$ cat src/torque_limiter_pkg.sv
// Purpose: shared constants for the torque-mode speed window limiter
// Assumes: 25 MHz clock, values scaled 256 units per percent
// Notes: register map sits on AHB-Lite, one word per register

package torque_limiter_pkg;

   // Timing
   localparam int CLK_PERIOD_NS = 40;
   localparam int FILTER_STEP_NS = 1000000;
   localparam int FILTER_STEP_CYCLES = FILTER_STEP_NS / CLK_PERIOD_NS;

   // Fixed-point scale: one percent is 2**PCT_SHIFT units
   localparam int PCT_SHIFT = 8;

   // Register byte offsets
   localparam logic [7:0] OFS_MARGIN = 8'h00;
   localparam logic [7:0] OFS_LIMIT = 8'h04;
   localparam logic [7:0] OFS_FILTER = 8'h08;
   localparam logic [7:0] OFS_INPUTS = 8'h0C;
   localparam logic [7:0] OFS_STATUS = 8'h10;
   localparam logic [7:0] OFS_FILTERED = 8'h14;

   // Ranges
   localparam int MARGIN_MAX = 120;
   localparam int LIMIT_MIN = -120;
   localparam int LIMIT_MAX = 120;
   localparam int FILTER_MAX = 1000;

   // Reset values
   localparam logic [6:0] MARGIN_RST = 7'h0A;
   localparam logic [7:0] LIMIT_RST = 8'h00;
   localparam logic [9:0] FILTER_RST = 10'h000;
   localparam logic [4:0] AUX_FUNC_RST = 5'h00;
   localparam logic [4:0] CUR_FUNC_RST = 5'h1F;
   localparam logic [4:0] CUR_FUNC_MIN = 5'h01;

   // Input function codes
   localparam logic [4:0] FUNC_TORQUE_REF = 5'h13;
   localparam logic [4:0] FUNC_TORQUE_COMP = 5'h14;

   // Field positions in the inputs register
   localparam int AUX_FUNC_LSB = 0;
   localparam int CUR_FUNC_LSB = 8;
   localparam int AUX_LVL_LSB = 16;
   localparam int CUR_LVL_LSB = 20;

   // Field positions in the status register
   localparam int STAT_OVER_BIT = 16;
   localparam int STAT_UNDER_BIT = 17;

   // Signal levels
   localparam logic [1:0] LEVEL_UNIPOLAR = 2'h0;
   localparam logic [1:0] LEVEL_BIPOLAR = 2'h1;
   localparam logic [1:0] LEVEL_CURRENT = 2'h2;
   localparam logic [1:0] AUX_LVL_RST = LEVEL_UNIPOLAR;
   localparam logic [1:0] CUR_LVL_RST = LEVEL_CURRENT;

   // Filter sequencer states
   typedef enum {F_IDLE, F_DIV, F_APPLY} filt_state_type;

endpackage

$ cat src/comp_input.sv
// Purpose: conditions one analog input for torque compensation
// Assumes: raw value already scaled, signed
// Notes: one cycle latency
`timescale 1ns/1ps
`default_nettype none

module comp_input (
   // Clock and reset
   input wire logic clk,
   input wire logic rst,
   // Analog input and its setup
   input wire logic signed [15:0] raw,
   input wire logic [1:0] level,
   input wire logic enable,
   // Compensation result
   output logic signed [15:0] comp
);

   // Sign of the input sets direction; run direction is not consulted
   always_ff @(posedge clk or posedge rst) begin
      if (rst) begin
         comp <= 16'sh0000;
      end else if (!enable) begin
         comp <= 16'sh0000;
      end else if (level != torque_limiter_pkg::LEVEL_BIPOLAR && raw < 0) begin
         comp <= 16'sh0000;
      end else begin
         comp <= raw;
      end
   end
endmodule // comp_input

`default_nettype wire

$ cat src/lag_filter.sv
// Purpose: first-order lag on the torque reference
// Assumes: step is a one-cycle pulse each millisecond
// Notes: state kept with 16 fraction bits so small errors still settle
`timescale 1ns/1ps
`default_nettype none

module lag_filter (
   // Clock and reset
   input wire logic clk,
   input wire logic rst,
   // Timing and setup
   input wire logic step,
   input wire logic [9:0] time_ms,
   // Data
   input wire logic signed [15:0] din,
   output logic signed [15:0] dout
);

   torque_limiter_pkg::filt_state_type state;
   logic signed [31:0] y_ext;
   logic [32:0] mag;
   logic neg;
   logic [10:0] rem;
   logic [10:0] divisor;
   logic [5:0] bit_cnt;
   logic signed [32:0] delta;
   logic [11:0] rem_sh;

   assign delta = 33'($signed({din, 16'h0000})) - 33'(y_ext);
   assign rem_sh = {rem, mag[32]};
   assign dout = y_ext[31:16];

   // Each step adds (input - state)/(T+1), divided serially in 33 cycles;
   // a step arriving mid-divide is dropped, harmless at 1 ms spacing
   always_ff @(posedge clk or posedge rst) begin
      if (rst) begin
         state <= torque_limiter_pkg::F_IDLE;
         y_ext <= 32'sh00000000;
         mag <= 33'h000000000;
         neg <= 1'b0;
         rem <= 11'h000;
         divisor <= 11'h000;
         bit_cnt <= 6'h00;
      end else if (time_ms == 10'h000) begin
         y_ext <= $signed({din, 16'h0000});
         state <= torque_limiter_pkg::F_IDLE;
      end else begin
         case (state)
            torque_limiter_pkg::F_IDLE: begin
               if (step) begin
                  neg <= delta[32];
                  mag <= delta[32] ? 33'(-delta) : 33'(delta);
                  rem <= 11'h000;
                  divisor <= 11'(time_ms) + 11'h001;
                  bit_cnt <= 6'h00;
                  state <= torque_limiter_pkg::F_DIV;
               end
            end
            torque_limiter_pkg::F_DIV: begin
               if (rem_sh >= {1'b0, divisor}) begin
                  rem <= 11'(rem_sh - {1'b0, divisor});
                  mag <= {mag[31:0], 1'b1};
               end else begin
                  rem <= rem_sh[10:0];
                  mag <= {mag[31:0], 1'b0};
               end
               if (bit_cnt == 6'h20) begin
                  state <= torque_limiter_pkg::F_APPLY;
               end
               bit_cnt <= bit_cnt + 6'h01;
            end
            default: begin
               y_ext <= neg ? y_ext - $signed(mag[31:0])
                            : y_ext + $signed(mag[31:0]);
               state <= torque_limiter_pkg::F_IDLE;
            end
         endcase
      end
   end
endmodule // lag_filter

`default_nettype wire

$ cat src/torque_mode_speed_window_limiter.sv
// Purpose: torque-mode speed window, lag filter and compensation
// Assumes: drive quantities arrive synchronous to clk, 256 units/percent
// Notes: registers on AHB-Lite; writes outside range are ignored
//
// Our own choices: the AHB-Lite interface to the registers and the register addresses.
`timescale 1ns/1ps
`default_nettype none

module torque_mode_speed_window_limiter #(
   parameter int STEP_CYCLES = torque_limiter_pkg::FILTER_STEP_CYCLES,
   parameter int GAIN_SHIFT = 2
) (
   // Clock and reset
   input wire logic clk,
   input wire logic rst,
   // AHB-Lite slave
   input wire logic hsel,
   input wire logic [31:0] haddr,
   input wire logic [1:0] htrans,
   input wire logic hwrite,
   input wire logic [2:0] hsize,
   input wire logic [31:0] hwdata,
   input wire logic hready,
   output logic [31:0] hrdata,
   output logic hreadyout,
   output logic hresp,
   // Drive quantities
   input wire logic signed [15:0] torque_ref,
   input wire logic signed [15:0] motor_speed,
   input wire logic signed [15:0] aux_analog,
   input wire logic signed [15:0] current_analog,
   input wire logic run_reverse,
   // Results
   output logic signed [15:0] torque_out,
   output logic speed_over,
   output logic speed_under
);

   localparam int TW = $clog2(STEP_CYCLES + 1);

   // Setup registers
   logic [6:0] speed_limit_margin;
   logic signed [7:0] speed_limit_value;
   logic [9:0] torque_filter_time;
   logic [4:0] aux_input_function;
   logic [4:0] current_input_function;
   logic [1:0] aux_input_level;
   logic [1:0] current_input_level;

   // Bus state
   logic wr_pend;
   logic rd_pend;
   logic [7:0] addr;
   logic accept;
   logic [31:0] next_rdata;
   logic signed [31:0] wdata_s;

   // Datapath
   logic [TW-1:0] tick_cnt;
   logic tick;
   logic signed [15:0] filt;
   logic signed [17:0] lim_ext;
   logic signed [17:0] lim_q;
   logic signed [17:0] margin_q;
   logic signed [17:0] win_hi;
   logic signed [17:0] win_lo;
   logic signed [17:0] speed_ext;
   logic signed [17:0] total;
   logic signed [23:0] total24;
   logic signed [23:0] push_down;
   logic signed [23:0] push_up;
   logic signed [23:0] next_torque;
   logic over;
   logic under;
   logic signed [15:0] chan_raw [2];
   logic signed [15:0] chan_comp [2];
   logic [4:0] chan_func [2];
   logic [1:0] chan_level [2];

   // Clamp a wide signed value into the 16-bit output range
   function automatic logic signed [15:0] sat16(
      input logic signed [23:0] v);
      if (v > $signed(24'h007FFF)) begin
         return 16'sh7FFF;
      end else if (v < $signed(24'hFF8000)) begin
         return 16'sh8000;
      end else begin
         return v[15:0];
      end
   endfunction

   assign accept = hsel & hready & htrans[1];
   assign wdata_s = $signed(hwdata);

   // Address phase capture; holds while a read waits
   always_ff @(posedge clk or posedge rst) begin
      if (rst) begin
         wr_pend <= 1'b0;
         rd_pend <= 1'b0;
         addr <= 8'h00;
      end else if (hready) begin
         wr_pend <= accept & hwrite;
         rd_pend <= accept & ~hwrite;
         if (accept) begin
            addr <= haddr[7:0];
         end
      end
   end

   // Reads take one wait state so a write just before is seen
   always_ff @(posedge clk or posedge rst) begin
      if (rst) begin
         hreadyout <= 1'b1;
         hrdata <= 32'h00000000;
      end else if (accept & ~hwrite) begin
         hreadyout <= 1'b0;
      end else if (rd_pend & ~hreadyout) begin
         hreadyout <= 1'b1;
         hrdata <= next_rdata;
      end
   end

   // Every transfer answers OKAY
   always_ff @(posedge clk or posedge rst) begin
      if (rst) begin
         hresp <= 1'b0;
      end else begin
         hresp <= 1'b0;
      end
   end

   // Read decode; unmapped offsets read zero
   always_comb begin
      next_rdata = 32'h00000000;
      if (addr == torque_limiter_pkg::OFS_MARGIN) begin
         next_rdata[6:0] = speed_limit_margin;
      end else if (addr == torque_limiter_pkg::OFS_LIMIT) begin
         next_rdata[7:0] = speed_limit_value;
      end else if (addr == torque_limiter_pkg::OFS_FILTER) begin
         next_rdata[9:0] = torque_filter_time;
      end else if (addr == torque_limiter_pkg::OFS_INPUTS) begin
         next_rdata[torque_limiter_pkg::AUX_FUNC_LSB +: 5] =
            aux_input_function;
         next_rdata[torque_limiter_pkg::CUR_FUNC_LSB +: 5] =
            current_input_function;
         next_rdata[torque_limiter_pkg::AUX_LVL_LSB +: 2] = aux_input_level;
         next_rdata[torque_limiter_pkg::CUR_LVL_LSB +: 2] =
            current_input_level;
      end else if (addr == torque_limiter_pkg::OFS_STATUS) begin
         next_rdata[15:0] = torque_out;
         next_rdata[torque_limiter_pkg::STAT_OVER_BIT] = speed_over;
         next_rdata[torque_limiter_pkg::STAT_UNDER_BIT] = speed_under;
      end else if (addr == torque_limiter_pkg::OFS_FILTERED) begin
         next_rdata[15:0] = filt;
      end
   end

   // Register writes in the data phase; each field except aux_input_function checked on its own
   always_ff @(posedge clk or posedge rst) begin
      if (rst) begin
         speed_limit_margin <= torque_limiter_pkg::MARGIN_RST;
         speed_limit_value <= torque_limiter_pkg::LIMIT_RST;
         torque_filter_time <= torque_limiter_pkg::FILTER_RST;
         aux_input_function <= torque_limiter_pkg::AUX_FUNC_RST;
         current_input_function <= torque_limiter_pkg::CUR_FUNC_RST;
         aux_input_level <= torque_limiter_pkg::AUX_LVL_RST;
         current_input_level <= torque_limiter_pkg::CUR_LVL_RST;
      end else if (wr_pend) begin
         if (addr == torque_limiter_pkg::OFS_MARGIN) begin
            if (hwdata <= 32'(torque_limiter_pkg::MARGIN_MAX)) begin
               speed_limit_margin <= hwdata[6:0];
            end
         end else if (addr == torque_limiter_pkg::OFS_LIMIT) begin
            if (wdata_s >= torque_limiter_pkg::LIMIT_MIN &&
                wdata_s <= torque_limiter_pkg::LIMIT_MAX) begin
               speed_limit_value <= hwdata[7:0];
            end
         end else if (addr == torque_limiter_pkg::OFS_FILTER) begin
            if (hwdata <= 32'(torque_limiter_pkg::FILTER_MAX)) begin
               torque_filter_time <= hwdata[9:0];
            end
         end else if (addr == torque_limiter_pkg::OFS_INPUTS) begin
            aux_input_function <=
               hwdata[torque_limiter_pkg::AUX_FUNC_LSB +: 5];
            if (hwdata[torque_limiter_pkg::CUR_FUNC_LSB +: 5] >=
                torque_limiter_pkg::CUR_FUNC_MIN) begin
               current_input_function <=
                  hwdata[torque_limiter_pkg::CUR_FUNC_LSB +: 5];
            end
            if (hwdata[torque_limiter_pkg::AUX_LVL_LSB +: 2] <=
                torque_limiter_pkg::LEVEL_BIPOLAR) begin
               aux_input_level <=
                  hwdata[torque_limiter_pkg::AUX_LVL_LSB +: 2];
            end
            if (hwdata[torque_limiter_pkg::CUR_LVL_LSB +: 2] <=
                torque_limiter_pkg::LEVEL_CURRENT) begin
               current_input_level <=
                  hwdata[torque_limiter_pkg::CUR_LVL_LSB +: 2];
            end
         end
      end
   end

   // Millisecond step for the filter
   always_ff @(posedge clk or posedge rst) begin
      if (rst) begin
         tick_cnt <= '0;
         tick <= 1'b0;
      end else if (tick_cnt == TW'(STEP_CYCLES - 1)) begin
         tick_cnt <= '0;
         tick <= 1'b1;
      end else begin
         tick_cnt <= tick_cnt + TW'(1);
         tick <= 1'b0;
      end
   end

   lag_filter u_filter (
      .clk(clk),
      .rst(rst),
      .step(tick),
      .time_ms(torque_filter_time),
      .din(torque_ref),
      .dout(filt)
   );

   // Both analog inputs may carry compensation
   assign chan_raw[0] = aux_analog;
   assign chan_raw[1] = current_analog;
   assign chan_func[0] = aux_input_function;
   assign chan_func[1] = current_input_function;
   assign chan_level[0] = aux_input_level;
   assign chan_level[1] = current_input_level;

   for (genvar c = 0; c < 2; c++) begin : g_comp
      comp_input u_comp (
         .clk(clk),
         .rst(rst),
         .raw(chan_raw[c]),
         .level(chan_level[c]),
         .enable(chan_func[c] == torque_limiter_pkg::FUNC_TORQUE_COMP),
         .comp(chan_comp[c])
      );
   end

   // Common scale: percent settings shifted up to speed units
   assign lim_ext = 18'(speed_limit_value);
   assign lim_q = (run_reverse ? -lim_ext : lim_ext) <<<
      torque_limiter_pkg::PCT_SHIFT;
   assign margin_q = $signed({3'h0, speed_limit_margin, 8'h00});
   assign speed_ext = 18'(motor_speed);

   // Window edges; the unlimited side keeps only the margin
   always_ff @(posedge clk or posedge rst) begin
      if (rst) begin
         win_hi <= 18'sh00000;
         win_lo <= 18'sh00000;
      end else if (lim_q >= 0) begin
         win_hi <= lim_q + margin_q;
         win_lo <= -margin_q;
      end else begin
         win_hi <= margin_q;
         win_lo <= lim_q - margin_q;
      end
   end

   // Filtered reference plus compensation
   assign total = 18'(filt) + 18'(chan_comp[0]) + 18'(chan_comp[1]);
   assign total24 = 24'(total);
   assign over = speed_ext > win_hi;
   assign under = speed_ext < win_lo;
   assign push_down = 24'(speed_ext - win_hi) <<< GAIN_SHIFT;
   assign push_up = 24'(win_lo - speed_ext) <<< GAIN_SHIFT;

   // Correction grows with overshoot but never lets the sign flip back
   always_comb begin
      next_torque = total24;
      if (over) begin
         next_torque = total24 - push_down;
         if (next_torque >= 0) begin
            next_torque = $signed(24'hFFFFFF);
         end
      end else if (under) begin
         next_torque = total24 + push_up;
         if (next_torque <= 0) begin
            next_torque = $signed(24'h000001);
         end
      end
   end

   // Registered results
   always_ff @(posedge clk or posedge rst) begin
      if (rst) begin
         torque_out <= 16'sh0000;
         speed_over <= 1'b0;
         speed_under <= 1'b0;
      end else begin
         torque_out <= sat16(next_torque);
         speed_over <= over;
         speed_under <= under;
      end
   end
endmodule // torque_mode_speed_window_limiter

`default_nettype wire

$ cat config.mk
export PLATFORM = sky130hd
export DESIGN_NAME = torque_mode_speed_window_limiter
export DESIGN_NICKNAME = d
export VERILOG_FILES = /design/src/torque_limiter_pkg.sv /design/src/comp_input.sv /design/src/lag_filter.sv /design/src/torque_mode_speed_window_limiter.sv
export SDC_FILE = /design/constraint.sdc
export NUM_CORES = 1
export LEC_CHECK = 0
export ABC_AREA = 0
export BUFFER_PORTS_ARGS = -buffer_cell sky130_fd_sc_hd__buf_2
export CAP_MARGIN = 25
export CORE_MARGIN = 1.5
export CORE_UTILIZATION = 40
export DETAILED_ROUTE_END_ITERATION = 6
export PLACE_DENSITY_LB_ADDON = 0.15
export SLEW_MARGIN = 25
export SYNTH_ARGS = -nofsm -noshare
export SYNTH_HDL_FRONTEND = slang
export SYNTH_HIERARCHICAL = 1
export SYNTH_SLANG_ARGS = --single-unit
$ cat constraint.sdc
create_clock -name clk -period 12.1 [get_ports clk]
set_clock_uncertainty 0.2 [all_clocks]
set_input_delay 1.815 -clock clk [delete_from_list [all_inputs] [get_ports clk]]
set_output_delay 1.815 -clock clk [all_outputs]
set_load 0.005 [all_outputs]
==> results of run 1 <==
how the worst min path moves through the flow:
stage / from / to / slack, ns
3_5_place_dp: tick_cnt[0] / tick_cnt[0] / 0.26
4_1_cts: tick_cnt[0] / tick_cnt[0] / 0.27
5_1_grt: tick_cnt[0] / tick_cnt[0] / 0.27
2_1_floorplan: tick_cnt[0] / tick_cnt[0] / 0.23
6_report: tick_cnt[0] / tick_cnt[0] / 0.26
3_3_place_gp: tick_cnt[0] / tick_cnt[0] / 0.25
synthesized netlist by cell type, drive strengths merged (32+ instances only):
| library cell | instances |
|---|---|
| dfrtp | 243 |
| nand2 | 237 |
| nor2 | 219 |
| a21oi | 204 |
| o21ai | 180 |
| xnor2 | 156 |
| ha | 153 |
| inv | 142 |
| clkbuf | 80 |
| nor3 | 65 |
| nand3 | 64 |
| xor2 | 61 |
| buf | 58 |
| a21o | 56 |
| mux2 | 46 |
| a31oi | 34 |
| nor2b | 33 |
| nor4 | 33 |
| mux2i | 32 |
final cells by class:
class                      count  area share [%]
timing repair buffer         170            3.80
clock buffer                  36            3.47
antenna                        1          0.0105
multi-input combinational   2016            58.6
clock inverter                22            1.67
tap                          688            3.62
inverter                     142            2.26
sequential                   252            26.6
routing by layer:
| layer | GRT usage [%] | vias up | part of all wire (%) | routed length, um |
|---|---|---|---|---|
| met5 | 0 | - | 0 | 0 |
| met4 | 8.66 | 0 | 3.8 | 2590 |
| met3 | 2.80 | 113 | 5.1 | 3460 |
| met2 | 39.5 | 531 | 45 | 30800 |
| met1 | 33.7 | 9324 | 46 | 31400 |
| li1 | - | 9189 | - | - |
stage by stage:
step                      cells  area [um2]  hold WS, ns  setup WS [ns]  power, uW
after detailed placement   3268       22600        0.258           4.14       1780
after global placement     3268       22600        0.247           4.18       1770
after CTS                  3326       23800        0.266           4.45       2900
after floorplan            2548       21500        0.233           5.51       1510
final                      3327       23800        0.262           4.43       2880
after global routing       3327       23800        0.275           3.96       3030
report_power, final:
| group | total, uW | switching, uW | internal [uW] | leakage [uW] |
|---|---|---|---|---|
| clock | 1110 | 406 | 704 | 0.000586 |
| combinational | 788 | 478 | 309 | 0.00705 |
| sequential | 985 | 85.4 | 900 | 0.00315 |
| total | 2880 | 970 | 1910 | 0.0108 |
flip-flops by register name, indices dropped and copies added, names as in the netlist, 2 cells and up:
name / flops
u_filter/mag: 33
g_comp.u_comp/comp: 32
u_filter/y_ext: 32
hrdata: 20
torque_out: 16
tick_cnt: 15
u_filter/divisor: 11
u_filter/rem: 11
torque_filter_time: 10
win_hi: 10
win_lo: 10
addr: 8
speed_limit_value: 8
speed_limit_margin: 7
u_filter/bit_cnt: 6
aux_input_function: 5
current_input_function: 5
aux_input_level: 2
current_input_level: 2
u_filter/state: 2
cells by family (layout without fill, tap and decap cells):
| group | after synthesis | count (layout) | synth area share [%] |
|---|---|---|---|
| muxes | 78 | 78 | 3.91 |
| xor gates and xnor gates | 219 | 219 | 9.10 |
| buffers and inverters | 280 | 370 | 5.97 |
| AOI/OAI and AO/OA | 698 | 698 | 21.3 |
| adders and majority gates | 180 | 180 | 11.3 |
| and+or+nand+nor | 827 | 827 | 18.9 |
| other | 1 | 15 | 0.0175 |
| DFF | 252 | 252 | 29.4 |
==> run_summary.xml, run 1 <==
<?xml version="1.0" encoding="UTF-8"?>
<metrics>
  <group name="cells_and_area">
    <metric name="fillers" unit="">5233</metric>
    <metric name="commonest_non_fill_non_tap_cell_in_the_layout" unit="">dfrtp_1</metric>
    <metric name="area.growth.synth_to_final" unit="%">10.8</metric>
    <metric name="multi_input_gate_area" unit="um2">13900</metric>
    <metric name="storage_element_area" unit="um2">6320</metric>
    <metric name="final_cell_mix" unit="">dfrtp_1 (243), nand2_1 (237), nor2_1 (219), a21oi_1 (173), o21ai_0 (168)</metric>
    <metric name="layout-drive-gt1-share" unit="%">13.9</metric>
    <metric name="finalNetCount" unit="">2929</metric>
    <metric name="post-route-util" unit="%">45.1</metric>
  </group>
  <group name="worst_setup_path">
    <metric name="crit_buf_inv" unit="">5</metric>
    <metric name="criticalPathCategory" unit="">reg2reg</metric>
    <metric name="worst-endpoint-required" unit="ns">12.33</metric>
    <metric name="critical_path.slowest_cell" unit="">nor3_1</metric>
    <metric name="cp_num_cells" unit="">26</metric>
    <metric name="worst_path_dominant_cell_family" unit="">compound AO/OA/AOI/OAI gates</metric>
    <metric name="start_kind" unit="">register</metric>
    <metric name="crit_arrival" unit="ns">7.90</metric>
    <metric name="critPathMaxFanout" unit="">19</metric>
    <metric name="regToRegSetupSlack" unit="ns">4.43</metric>
    <metric name="critPathLaunch" unit="">u_filter/y_ext[17]</metric>
    <metric name="critPathCaptureType" unit="">register</metric>
    <metric name="cp_max_stage_delay" unit="ns">0.76</metric>
    <metric name="crit-reg2reg-capture" unit="">torque_out[0]</metric>
    <metric name="worst_r2r_startpoint" unit="">u_filter/y_ext[17]</metric>
    <metric name="worst_r2r_path_depth" unit="">26</metric>
    <metric name="timing.critical_path.to" unit="">torque_out[0]</metric>
    <metric name="crit_path_frequent_cell" unit="">inv_1</metric>
  </group>
  <group name="timing">
    <metric name="final.setup.tns" unit="ns">0</metric>
    <metric name="fin_crit" unit="ns">7.67</metric>
    <metric name="rsz0062_at_grt" unit="">false</metric>
    <metric name="final.period_utilization" unit="%">63.4</metric>
    <metric name="slew_violations" unit="">0</metric>
    <metric name="slew_headroom" unit="%">33.2</metric>
    <metric name="fmaxAchievable" unit="MHz">130</metric>
    <metric name="worst_slew_pin_slew" unit="ns">0.995</metric>
    <metric name="setup-violations-final" unit="">0</metric>
    <metric name="hold_violations" unit="">0</metric>
  </group>
  <group name="power">
    <metric name="vdd_drop_max" unit="mV">0.0998</metric>
    <metric name="leak" unit="uW">0.0108</metric>
    <metric name="power_density" unit="nW/um2">121</metric>
  </group>
  <group name="clock_tree">
    <metric name="cts_max_path_buffers" unit="">3</metric>
    <metric name="cts_buffers" unit="">31</metric>
    <metric name="htreeDepth" unit="">1</metric>
    <metric name="cts_root_buf" unit="">clkbuf_16</metric>
    <metric name="cts-resized-gates" unit="">0</metric>
    <metric name="cts_clock_pin_slew_for_the_worst_setup_and_hold_paths" unit="ns">0.06</metric>
    <metric name="cts.sinks" unit="">252</metric>
    <metric name="later_pin_clock_latency_in_the_skew_report" unit="ns">0.60</metric>
    <metric name="postCtsSetupRepairBufs" unit="">0</metric>
    <metric name="ctsHoldBuffers" unit="">0</metric>
    <metric name="cts_tree" unit="">yes</metric>
  </group>
  <group name="place">
    <metric name="port_buffers" unit="">149</metric>
    <metric name="finalWeightedCongestion" unit="">0.993</metric>
    <metric name="hpwl" unit="um">53800</metric>
  </group>
  <group name="grt">
    <metric name="globalRouteTotalUtil" unit="%">24.4</metric>
    <metric name="grt_overflow_total" unit="">0</metric>
    <metric name="grt_start_max_net_pins" unit="">66</metric>
    <metric name="first_pass_grt_wire_length" unit="um">106000</metric>
    <metric name="grt_antenna_before_repair" unit="">2</metric>
    <metric name="via_count_of_the_first_global_routing_pass" unit="">18600</metric>
  </group>
  <group name="floorplanning">
    <metric name="floorplan.die_area" unit="um2">55000</metric>
    <metric name="die_height" unit="um">235</metric>
    <metric name="die_w" unit="um">235</metric>
    <metric name="core-area" unit="um2">52800</metric>
    <metric name="start_util" unit="%">40.7</metric>
    <metric name="num_rows" unit="">84</metric>
    <metric name="io-pin-count" unit="">191</metric>
  </group>
  <group name="route">
    <metric name="wl" unit="um">68300</metric>
    <metric name="detail_route.vias_per_cell" unit="">5.76</metric>
    <metric name="routed_wire_length_per_instance" unit="um">20.5</metric>
    <metric name="ant_nets" unit="">0</metric>
    <metric name="dr_total_vias" unit="">19200</metric>
    <metric name="route.detailed.drc" unit="">14</metric>
    <metric name="drt_first_pass_iters" unit="">7</metric>
    <metric name="drt_iter0_markers" unit="">1501</metric>
  </group>
  <group name="synthesis">
    <metric name="post_synthesis_average_cell_area" unit="um2">8.46</metric>
    <metric name="post_synth_edffs" unit="">0</metric>
    <metric name="netlist_instances" unit="">2535</metric>
    <metric name="yosys_warnings" unit="">6</metric>
    <metric name="synth_top_area_share" unit="%">28.3</metric>
    <metric name="ys_async_sr_fraction" unit="%">100</metric>
    <metric name="mappedNetlistArea" unit="um2">21500</metric>
    <metric name="synth_sequential_area_ratio" unit="%">29.4</metric>
    <metric name="number_of_register_bits_inferred_by_synthesis" unit="">252</metric>
    <metric name="synth.top_cells.by_area" unit="">dfrtp_1 (28%), ha_1 (8.9%), xnor2_1 (6.3%)</metric>
    <metric name="prevailing_post_synth_register_cell" unit="">dfrtp_1</metric>
    <metric name="synth_largest_area_cell" unit="">dfrtp_1</metric>
    <metric name="ys_types" unit="">106</metric>
  </group>
  <group name="run_status">
    <metric name="status" unit="">finished with violations</metric>
    <metric name="failed_checks" unit="">design-rule violations</metric>
  </group>
  <group name="flow_run">
    <metric name="maxcap_viol_count" unit="">0</metric>
  </group>
  <group name="hold_path">
    <metric name="holdCritPathClass" unit="">reg2reg</metric>
    <metric name="worst_hold_depth" unit="">1</metric>
  </group>
</metrics>
Power figures use the tool's default switching activity.
==> inputs of run 2 (changes only) <==
clock period = 6.7 ns   (was 12.1 ns; I/O delays follow)
==> run 2 against run 1 <==
- the run still ends with design-rule violations left
- flip-flop and latch count unchanged
- critical endpoint is now torque_out[2]
- highest routed layer unchanged
- sequential share of layout area fell by 0.17 points
- critical path depth fell by 4
- largest power group is now registers
==> run_summary.xml, run 2 (same netlist as run 1, synthesis figures left out) <==
<?xml version="1.0" encoding="UTF-8"?>
<metrics>
  <group name="timing">
    <metric name="final.setup.tns" unit="ns">0</metric>
    <metric name="fmaxAchievable" unit="MHz">158</metric>
    <metric name="slew_headroom" unit="%">37.0</metric>
    <metric name="fin_crit" unit="ns">6.35</metric>
    <metric name="hold_slack" unit="ns">0.257</metric>
    <metric name="worst_slew_pin_slew" unit="ns">0.941</metric>
    <metric name="setup-violations-final" unit="">0</metric>
    <metric name="final.period_utilization" unit="%">94.7</metric>
    <metric name="slew_violations" unit="">0</metric>
    <metric name="hold_violations" unit="">0</metric>
  </group>
  <group name="grt">
    <metric name="via_count_of_the_first_global_routing_pass" unit="">18800</metric>
    <metric name="grt_overflow_total" unit="">0</metric>
    <metric name="first_pass_grt_wire_length" unit="um">108000</metric>
    <metric name="grt_start_max_net_pins" unit="">68</metric>
    <metric name="globalRouteTotalUtil" unit="%">24.8</metric>
    <metric name="grt_antenna_before_repair" unit="">1</metric>
  </group>
  <group name="cells_and_area">
    <metric name="layout-drive-gt1-share" unit="%">15.2</metric>
    <metric name="final_cell_mix" unit="">dfrtp_1 (243), nand2_1 (237), nor2_1 (219), a21oi_1 (173), o21ai_0 (168)</metric>
    <metric name="commonest_non_fill_non_tap_cell_in_the_layout" unit="">dfrtp_1</metric>
    <metric name="area.growth.synth_to_final" unit="%">11.6</metric>
    <metric name="largest_registers" unit="">u_filter/mag (33), g_comp.u_comp/comp (32), u_filter/y_ext (32)</metric>
    <metric name="finalNetCount" unit="">2964</metric>
    <metric name="largest_reg_flops" unit="">33</metric>
    <metric name="regMostFlops" unit="">u_filter/mag</metric>
  </group>
  <group name="clock_tree">
    <metric name="cts_clock_pin_slew_for_the_worst_setup_and_hold_paths" unit="ns">0.06</metric>
    <metric name="later_pin_clock_latency_in_the_skew_report" unit="ns">0.61</metric>
    <metric name="cts_max_path_buffers" unit="">3</metric>
    <metric name="ctsHoldBuffers" unit="">0</metric>
    <metric name="cts_buffers" unit="">31</metric>
    <metric name="htreeDepth" unit="">1</metric>
    <metric name="cts_tree" unit="">yes</metric>
    <metric name="cts.sinks" unit="">252</metric>
    <metric name="cts_root_buf" unit="">clkbuf_16</metric>
  </group>
  <group name="worst_setup_path">
    <metric name="criticalPathCategory" unit="">reg2reg</metric>
    <metric name="worst_r2r_path_depth" unit="">22</metric>
    <metric name="worst-endpoint-required" unit="ns">6.98</metric>
    <metric name="regToRegSetupSlack" unit="ns">0.35</metric>
    <metric name="crit_arrival" unit="ns">6.62</metric>
    <metric name="crit_path_frequent_cell" unit="">a31oi_1</metric>
    <metric name="critPathCaptureType" unit="">register</metric>
    <metric name="worstPathCellList" unit="">fa_1 -&gt; ha_1 -&gt; nand3_1 -&gt; a21bo_1 -&gt; a21oi_2 -&gt; nor3_1 -&gt; a21oi_1 -&gt; xor2_1 -&gt; ha_1 -&gt; buf_4 -&gt; nand2_1 -&gt; nor2_1 -&gt; a211oi_2 -&gt; nand4_1 -&gt; a31oi_1 -&gt; a31oi_1 -&gt; a31oi_1 -&gt; o21bai_1 -&gt; a41oi_2 -&gt; a311oi_4 -&gt; buf_4 -&gt; a21oi_1</metric>
    <metric name="critPathMaxFanout" unit="">6</metric>
    <metric name="start_kind" unit="">register</metric>
    <metric name="cp_max_stage_delay" unit="ns">0.55</metric>
    <metric name="critical_path.slowest_cell" unit="">fa_1</metric>
  </group>
  <group name="route">
    <metric name="route.detailed.drc" unit="">10</metric>
    <metric name="detail_route.vias_per_cell" unit="">5.76</metric>
    <metric name="wl" unit="um">69700</metric>
    <metric name="dr_total_vias" unit="">19400</metric>
    <metric name="routed_wire_length_per_instance" unit="um">20.7</metric>
    <metric name="drt_first_pass_iters" unit="">7</metric>
    <metric name="drt_iter0_markers" unit="">1356</metric>
    <metric name="ant_nets" unit="">0</metric>
  </group>
  <group name="floorplanning">
    <metric name="floorplan.die_area" unit="um2">55000</metric>
    <metric name="io-pin-count" unit="">191</metric>
    <metric name="start_util" unit="%">40.7</metric>
    <metric name="num_rows" unit="">84</metric>
    <metric name="die_height" unit="um">235</metric>
    <metric name="core-area" unit="um2">52800</metric>
    <metric name="die_w" unit="um">235</metric>
  </group>
  <group name="power">
    <metric name="power_density" unit="nW/um2">208</metric>
    <metric name="vdd_drop_max" unit="mV">0.209</metric>
    <metric name="leak" unit="uW">0.0109</metric>
  </group>
  <group name="run_status">
    <metric name="status" unit="">finished with violations</metric>
    <metric name="failed_checks" unit="">design-rule violations</metric>
  </group>
  <group name="place">
    <metric name="finalWeightedCongestion" unit="">0.946</metric>
    <metric name="port_buffers" unit="">149</metric>
    <metric name="hpwl" unit="um">54600</metric>
  </group>
  <group name="hold_path">
    <metric name="holdCritPathClass" unit="">reg2reg</metric>
    <metric name="worst_hold_depth" unit="">1</metric>
  </group>
  <group name="flow_run">
    <metric name="maxcap_viol_count" unit="">0</metric>
  </group>
</metrics>
## run 2: layer usage
| metal | GRT usage [%] | share of wire, % | wire length [um] |
|---|---|---|---|
| met1 | 34.1 | 45 | 31700 |
| met2 | 40.9 | 46 | 32100 |
| met3 | 2.97 | 5.6 | 3880 |
| met4 | 6.93 | 2.8 | 1980 |
| met5 | 0 | 0 | 0 |
## run 2: cell type report
class	count	area, um2
clock inverters	21	231
diodes	3	7.51
fillers	5295	28800
multi-input cells	2016	14000
flip-flops and latches	252	6320
well taps	688	861
repair buffers	205	1180
inverters	142	538
clock buffers	36	795
## run 2: report_power, final
group          internal (uW)  total, uW  leakage, uW  switching (uW)
logic                    607       1500      0.00724             897
clock network            978       1720     0.000500             739
registers               1620       1770      0.00315             140
total                   3210       4990       0.0109            1780
## run 2: final timing paths
kind,from,to
min,tick_cnt[0],tick_cnt[0]
min in group asynchronous,rst,u_filter/y_ext[23]
min reg2reg,tick_cnt[0],tick_cnt[0]
max in group asynchronous,rst,tick_cnt[13]
max,u_filter/y_ext[25],torque_out[2]
max reg2reg,u_filter/y_ext[25],torque_out[2]
## run 2: what timing repair did
| item | CTS | global route |
|---|---|---|
| setup endpoints to repair | 0 | 15 |
| setup buffers | 0 | 2 |
| resized for setup | 0 | 9 |
## run 2: stage by stage
stage / cells / cell area (um2) / power [uW] / util [%] / worst slack (ns)
4_1_cts: 3358 / 23900 / 5010 / 45.2 / 0.278
6_report: 3363 / 23900 / 4990 / 45.4 / 0.352
2_1_floorplan: 2548 / 21500 / 2730 / - / 0.778
3_3_place_gp: 3301 / 22800 / 3250 / 43.2 / 0.228
3_5_place_dp: 3301 / 22800 / 3270 / 43.3 / 0.209
5_1_grt: 3361 / 23900 / 5230 / 45.4 / -0.0157
## run 2: critical path: cells and delay by family, from the launching register on
kind / cells / cell delay (ns)
xor gates and xnor gates: 1 / 0.40
adders and majority gates: 3 / 1.27
AOI/OAI and AO/OA: 11 / 2.72
DFF: 1 / 0.52
and+or+nand+nor: 5 / 0.73
buffers and inverters: 2 / 0.38
==> inputs of run 3 (changes only) <==
BUFFER_PORTS_ARGS = -buffer_cell sky130_fd_sc_hd__buf_4   (was -buffer_cell sky130_fd_sc_hd__buf_2)
SYNTH_HIERARCHICAL = default   (was 1)
==> run 3 against run 2 <==
- the run now ends clean
- register-to-register slack gained 0.02 ns
- clock power up 13%
- via count down 3.2%
- largest power group is now the clock network
==> run_summary.xml, run 3 <==
<?xml version="1.0" encoding="UTF-8"?>
<metrics>
  <group name="place">
    <metric name="finalWeightedCongestion" unit="">0.956</metric>
    <metric name="port_buffers" unit="">149</metric>
    <metric name="cell_area_placed" unit="um2">22600</metric>
    <metric name="hpwl" unit="um">52000</metric>
    <metric name="dp.cells" unit="">3267</metric>
  </group>
  <group name="grt">
    <metric name="via_count_of_the_first_global_routing_pass" unit="">18400</metric>
    <metric name="grt_start_max_net_pins" unit="">145</metric>
    <metric name="grt_antenna_before_repair" unit="">3</metric>
    <metric name="globalRouteTotalUtil" unit="%">24.9</metric>
    <metric name="first_pass_grt_wire_length" unit="um">104000</metric>
    <metric name="grt_overflow_total" unit="">0</metric>
  </group>
  <group name="cells_and_area">
    <metric name="largest_reg_flops" unit="">33</metric>
    <metric name="area.growth.synth_to_final" unit="%">15.2</metric>
    <metric name="antenna-diode-count" unit="">0</metric>
    <metric name="finish.cell_count_without_fillers" unit="">3330</metric>
    <metric name="layout-drive-gt1-share" unit="%">12.3</metric>
    <metric name="finalInstanceArea" unit="um2">23800</metric>
    <metric name="multi_input_gate_area" unit="um2">13400</metric>
    <metric name="finalNetCount" unit="">2940</metric>
    <metric name="regMostFlops" unit="">u_filter.mag</metric>
    <metric name="commonest_non_fill_non_tap_cell_in_the_layout" unit="">dfrtp_1</metric>
    <metric name="fillers" unit="">4952</metric>
    <metric name="largest_registers" unit="">u_filter.mag (33), g_comp.u_comp.comp (32), u_filter.y_ext (32)</metric>
    <metric name="final_cell_mix" unit="">dfrtp_1 (242), nand2_1 (237), nor2_1 (212), o21ai_0 (201), buf_4 (188)</metric>
    <metric name="storage_element_area" unit="um2">6320</metric>
  </group>
  <group name="worst_setup_path">
    <metric name="worst-endpoint-required" unit="ns">6.93</metric>
    <metric name="start_kind" unit="">register</metric>
    <metric name="critPathMaxFanout" unit="">10</metric>
    <metric name="criticalPathCategory" unit="">reg2reg</metric>
    <metric name="crit_arrival" unit="ns">6.56</metric>
    <metric name="critPathCaptureType" unit="">register</metric>
  </group>
  <group name="route">
    <metric name="drt_iter0_markers" unit="">1275</metric>
    <metric name="dr_total_vias" unit="">18800</metric>
    <metric name="detail_route.vias_per_cell" unit="">5.63</metric>
    <metric name="route.detailed.drc" unit="">0</metric>
    <metric name="drt_first_pass_iters" unit="">5</metric>
    <metric name="ant_nets" unit="">0</metric>
    <metric name="routed_wire_length_per_instance" unit="um">20.0</metric>
    <metric name="wl" unit="um">66700</metric>
  </group>
  <group name="clock_tree">
    <metric name="cts_buffers" unit="">34</metric>
    <metric name="htreeDepth" unit="">2</metric>
    <metric name="later_pin_clock_latency_in_the_skew_report" unit="ns">0.56</metric>
    <metric name="ctsHoldBuffers" unit="">0</metric>
    <metric name="cts.sinks" unit="">252</metric>
    <metric name="cts_root_buf" unit="">clkbuf_16</metric>
    <metric name="cts_clock_pin_slew_for_the_worst_setup_and_hold_paths" unit="ns">0.06</metric>
    <metric name="cts_max_path_buffers" unit="">3</metric>
    <metric name="postCtsSetupRepairBufs" unit="">0</metric>
    <metric name="cts_tree" unit="">yes</metric>
    <metric name="cts-resized-gates" unit="">0</metric>
  </group>
  <group name="synthesis">
    <metric name="post_synth_edffs" unit="">0</metric>
    <metric name="compound_cell_area_share_of_the_yosys_netlist" unit="%">20.8</metric>
    <metric name="netlist_instances" unit="">2491</metric>
    <metric name="synthTopCellsByCount" unit="">dfrtp_1 (243), nand2_1 (237), nor2_1 (213), o21ai_0 (201), a21oi_1 (167)</metric>
    <metric name="synth-simple-area-share" unit="%">19.4</metric>
    <metric name="yosys_warnings" unit="">0</metric>
    <metric name="synth_xor_area_share" unit="%">8.76</metric>
    <metric name="synth-adder-area-share" unit="%">11.6</metric>
    <metric name="synth_sequential_area_ratio" unit="%">30.5</metric>
    <metric name="post-synth-top-count-cell" unit="">dfrtp_1</metric>
    <metric name="synth.top_cells.by_area" unit="">dfrtp_1 (29%), ha_1 (9.3%), xnor2_1 (5.8%)</metric>
    <metric name="synth_top_area_share" unit="%">29.4</metric>
    <metric name="ys_types" unit="">89</metric>
    <metric name="post_synthesis_average_cell_area" unit="um2">8.30</metric>
    <metric name="number_of_register_bits_inferred_by_synthesis" unit="">252</metric>
    <metric name="ys_async_sr_fraction" unit="%">100</metric>
    <metric name="mappedNetlistArea" unit="um2">20700</metric>
    <metric name="synth_largest_area_cell" unit="">dfrtp_1</metric>
    <metric name="prevailing_post_synth_register_cell" unit="">dfrtp_1</metric>
    <metric name="proportion_of_synthesized_area_in_mux_cells" unit="%">3.77</metric>
    <metric name="synth_top_family_by_area" unit="">compound AO/OA/AOI/OAI gates</metric>
  </group>
  <group name="floorplanning">
    <metric name="io-pin-count" unit="">191</metric>
    <metric name="num_rows" unit="">83</metric>
    <metric name="start_util" unit="%">40.4</metric>
    <metric name="core-area" unit="um2">51200</metric>
    <metric name="floorplan.die_area" unit="um2">53100</metric>
    <metric name="die_w" unit="um">230</metric>
    <metric name="die_height" unit="um">230</metric>
  </group>
  <group name="hold_path">
    <metric name="holdCritPathClass" unit="">reg2reg</metric>
  </group>
  <group name="timing">
    <metric name="hold_violations" unit="">0</metric>
    <metric name="slew_headroom" unit="%">36.2</metric>
    <metric name="setup-violations-final" unit="">0</metric>
    <metric name="rsz0062_at_grt" unit="">false</metric>
    <metric name="fmaxAchievable" unit="MHz">158</metric>
    <metric name="worst_slew_pin_slew" unit="ns">0.956</metric>
    <metric name="fin_crit" unit="ns">6.33</metric>
    <metric name="slew_violations" unit="">0</metric>
    <metric name="final.period_utilization" unit="%">94.4</metric>
    <metric name="final.setup.tns" unit="ns">0</metric>
    <metric name="hold_slack" unit="ns">0.263</metric>
  </group>
  <group name="power">
    <metric name="leak" unit="uW">0.0109</metric>
    <metric name="vdd_drop_max" unit="mV">0.159</metric>
    <metric name="power_density" unit="nW/um2">211</metric>
  </group>
  <group name="run_status">
    <metric name="status" unit="">finished clean</metric>
  </group>
  <group name="flow_run">
    <metric name="maxcap_viol_count" unit="">0</metric>
  </group>
</metrics>
run 3: area by class of cell:
cell class                 instances  area share, %
clock buffer                      43           3.88
clock inverter                    19           1.06
inverter                         155           2.46
multi-input combinational       1990           56.3
sequential                       252           26.5
tap                              680           3.57
timing repair buffer             191           6.20
run 3: power breakdown:
part	switching [uW]	internal [uW]	total (uW)
combinational	786	557	1340
clock	763	1180	1940
sequential	135	1620	1750
total	1680	3360	5040
run 3: metal layers:
layer  vias up  wire (um)  global-route usage (%)
li1       9096          -                       -
met1      9093      31300                    34.9
met2       474      30200                    40.4
met3        96       3310                    3.01
met4         4       1810                    7.31
met5         -         30                       0
run 3: cells by family after synthesis:
logic type,count (synthesis)
fa+ha+maj,178
other cells,1
mux,74
buf+inv,262
flops,252
simple gates,835
xor+xnor,207
compound gates,682
run 3: per-stage QoR:
step	worst slack [ns]	power (uW)	util, %
6_report	0.374	5040	46.6
3_5_place_dp	0.444	3090	44.2
2_1_floorplan	1.19	2550	-
3_3_place_gp	0.462	3080	44.2
5_1_grt	0.0128	5270	46.6
4_1_cts	0.457	5060	46.5
run 3: path summary, 6_finish.rpt:
| check | startpoint | endpoint | slack [ns] | cells after the start |
|---|---|---|---|---|
| max | u_filter.y_ext[17] | torque_out[14] | 0.37 | 24 |
| min | tick_cnt[0] | tick_cnt[0] | 0.26 | 1 |
| max reg2reg | u_filter.y_ext[17] | torque_out[14] | 0.37 | 24 |
| min reg2reg | tick_cnt[0] | tick_cnt[0] | 0.26 | 1 |
| max in group asynchronous | rst | g_comp[1].u_comp.comp[3] | 4.61 | 3 |
| min in group asynchronous | rst | addr[3] | 0.42 | 2 |
run 3: worst max-delay path, stage by stage (launching register included):
cell and delay, ns:
dfrtp_1 0.39, inv_1 0.25, fa_1 0.45, inv_1 0.07, ha_1 0.19, inv_1 0.06
fa_1 0.40, nand2b_1 0.21, nand2b_1 0.09, a21oi_1 0.07, xnor2_1 0.45, ha_1 0.29
o21ai_0 0.12, o21ai_0 0.28, a41oi_1 0.23, nor2b_1 0.15, o21ai_1 0.21, a311o_1 0.46
o21a_1 0.28, o311ai_1 0.54, o21a_1 0.22, a2111oi_2 0.05, a31o_2 0.30, buf_12 0.15
o31ai_1 0.08
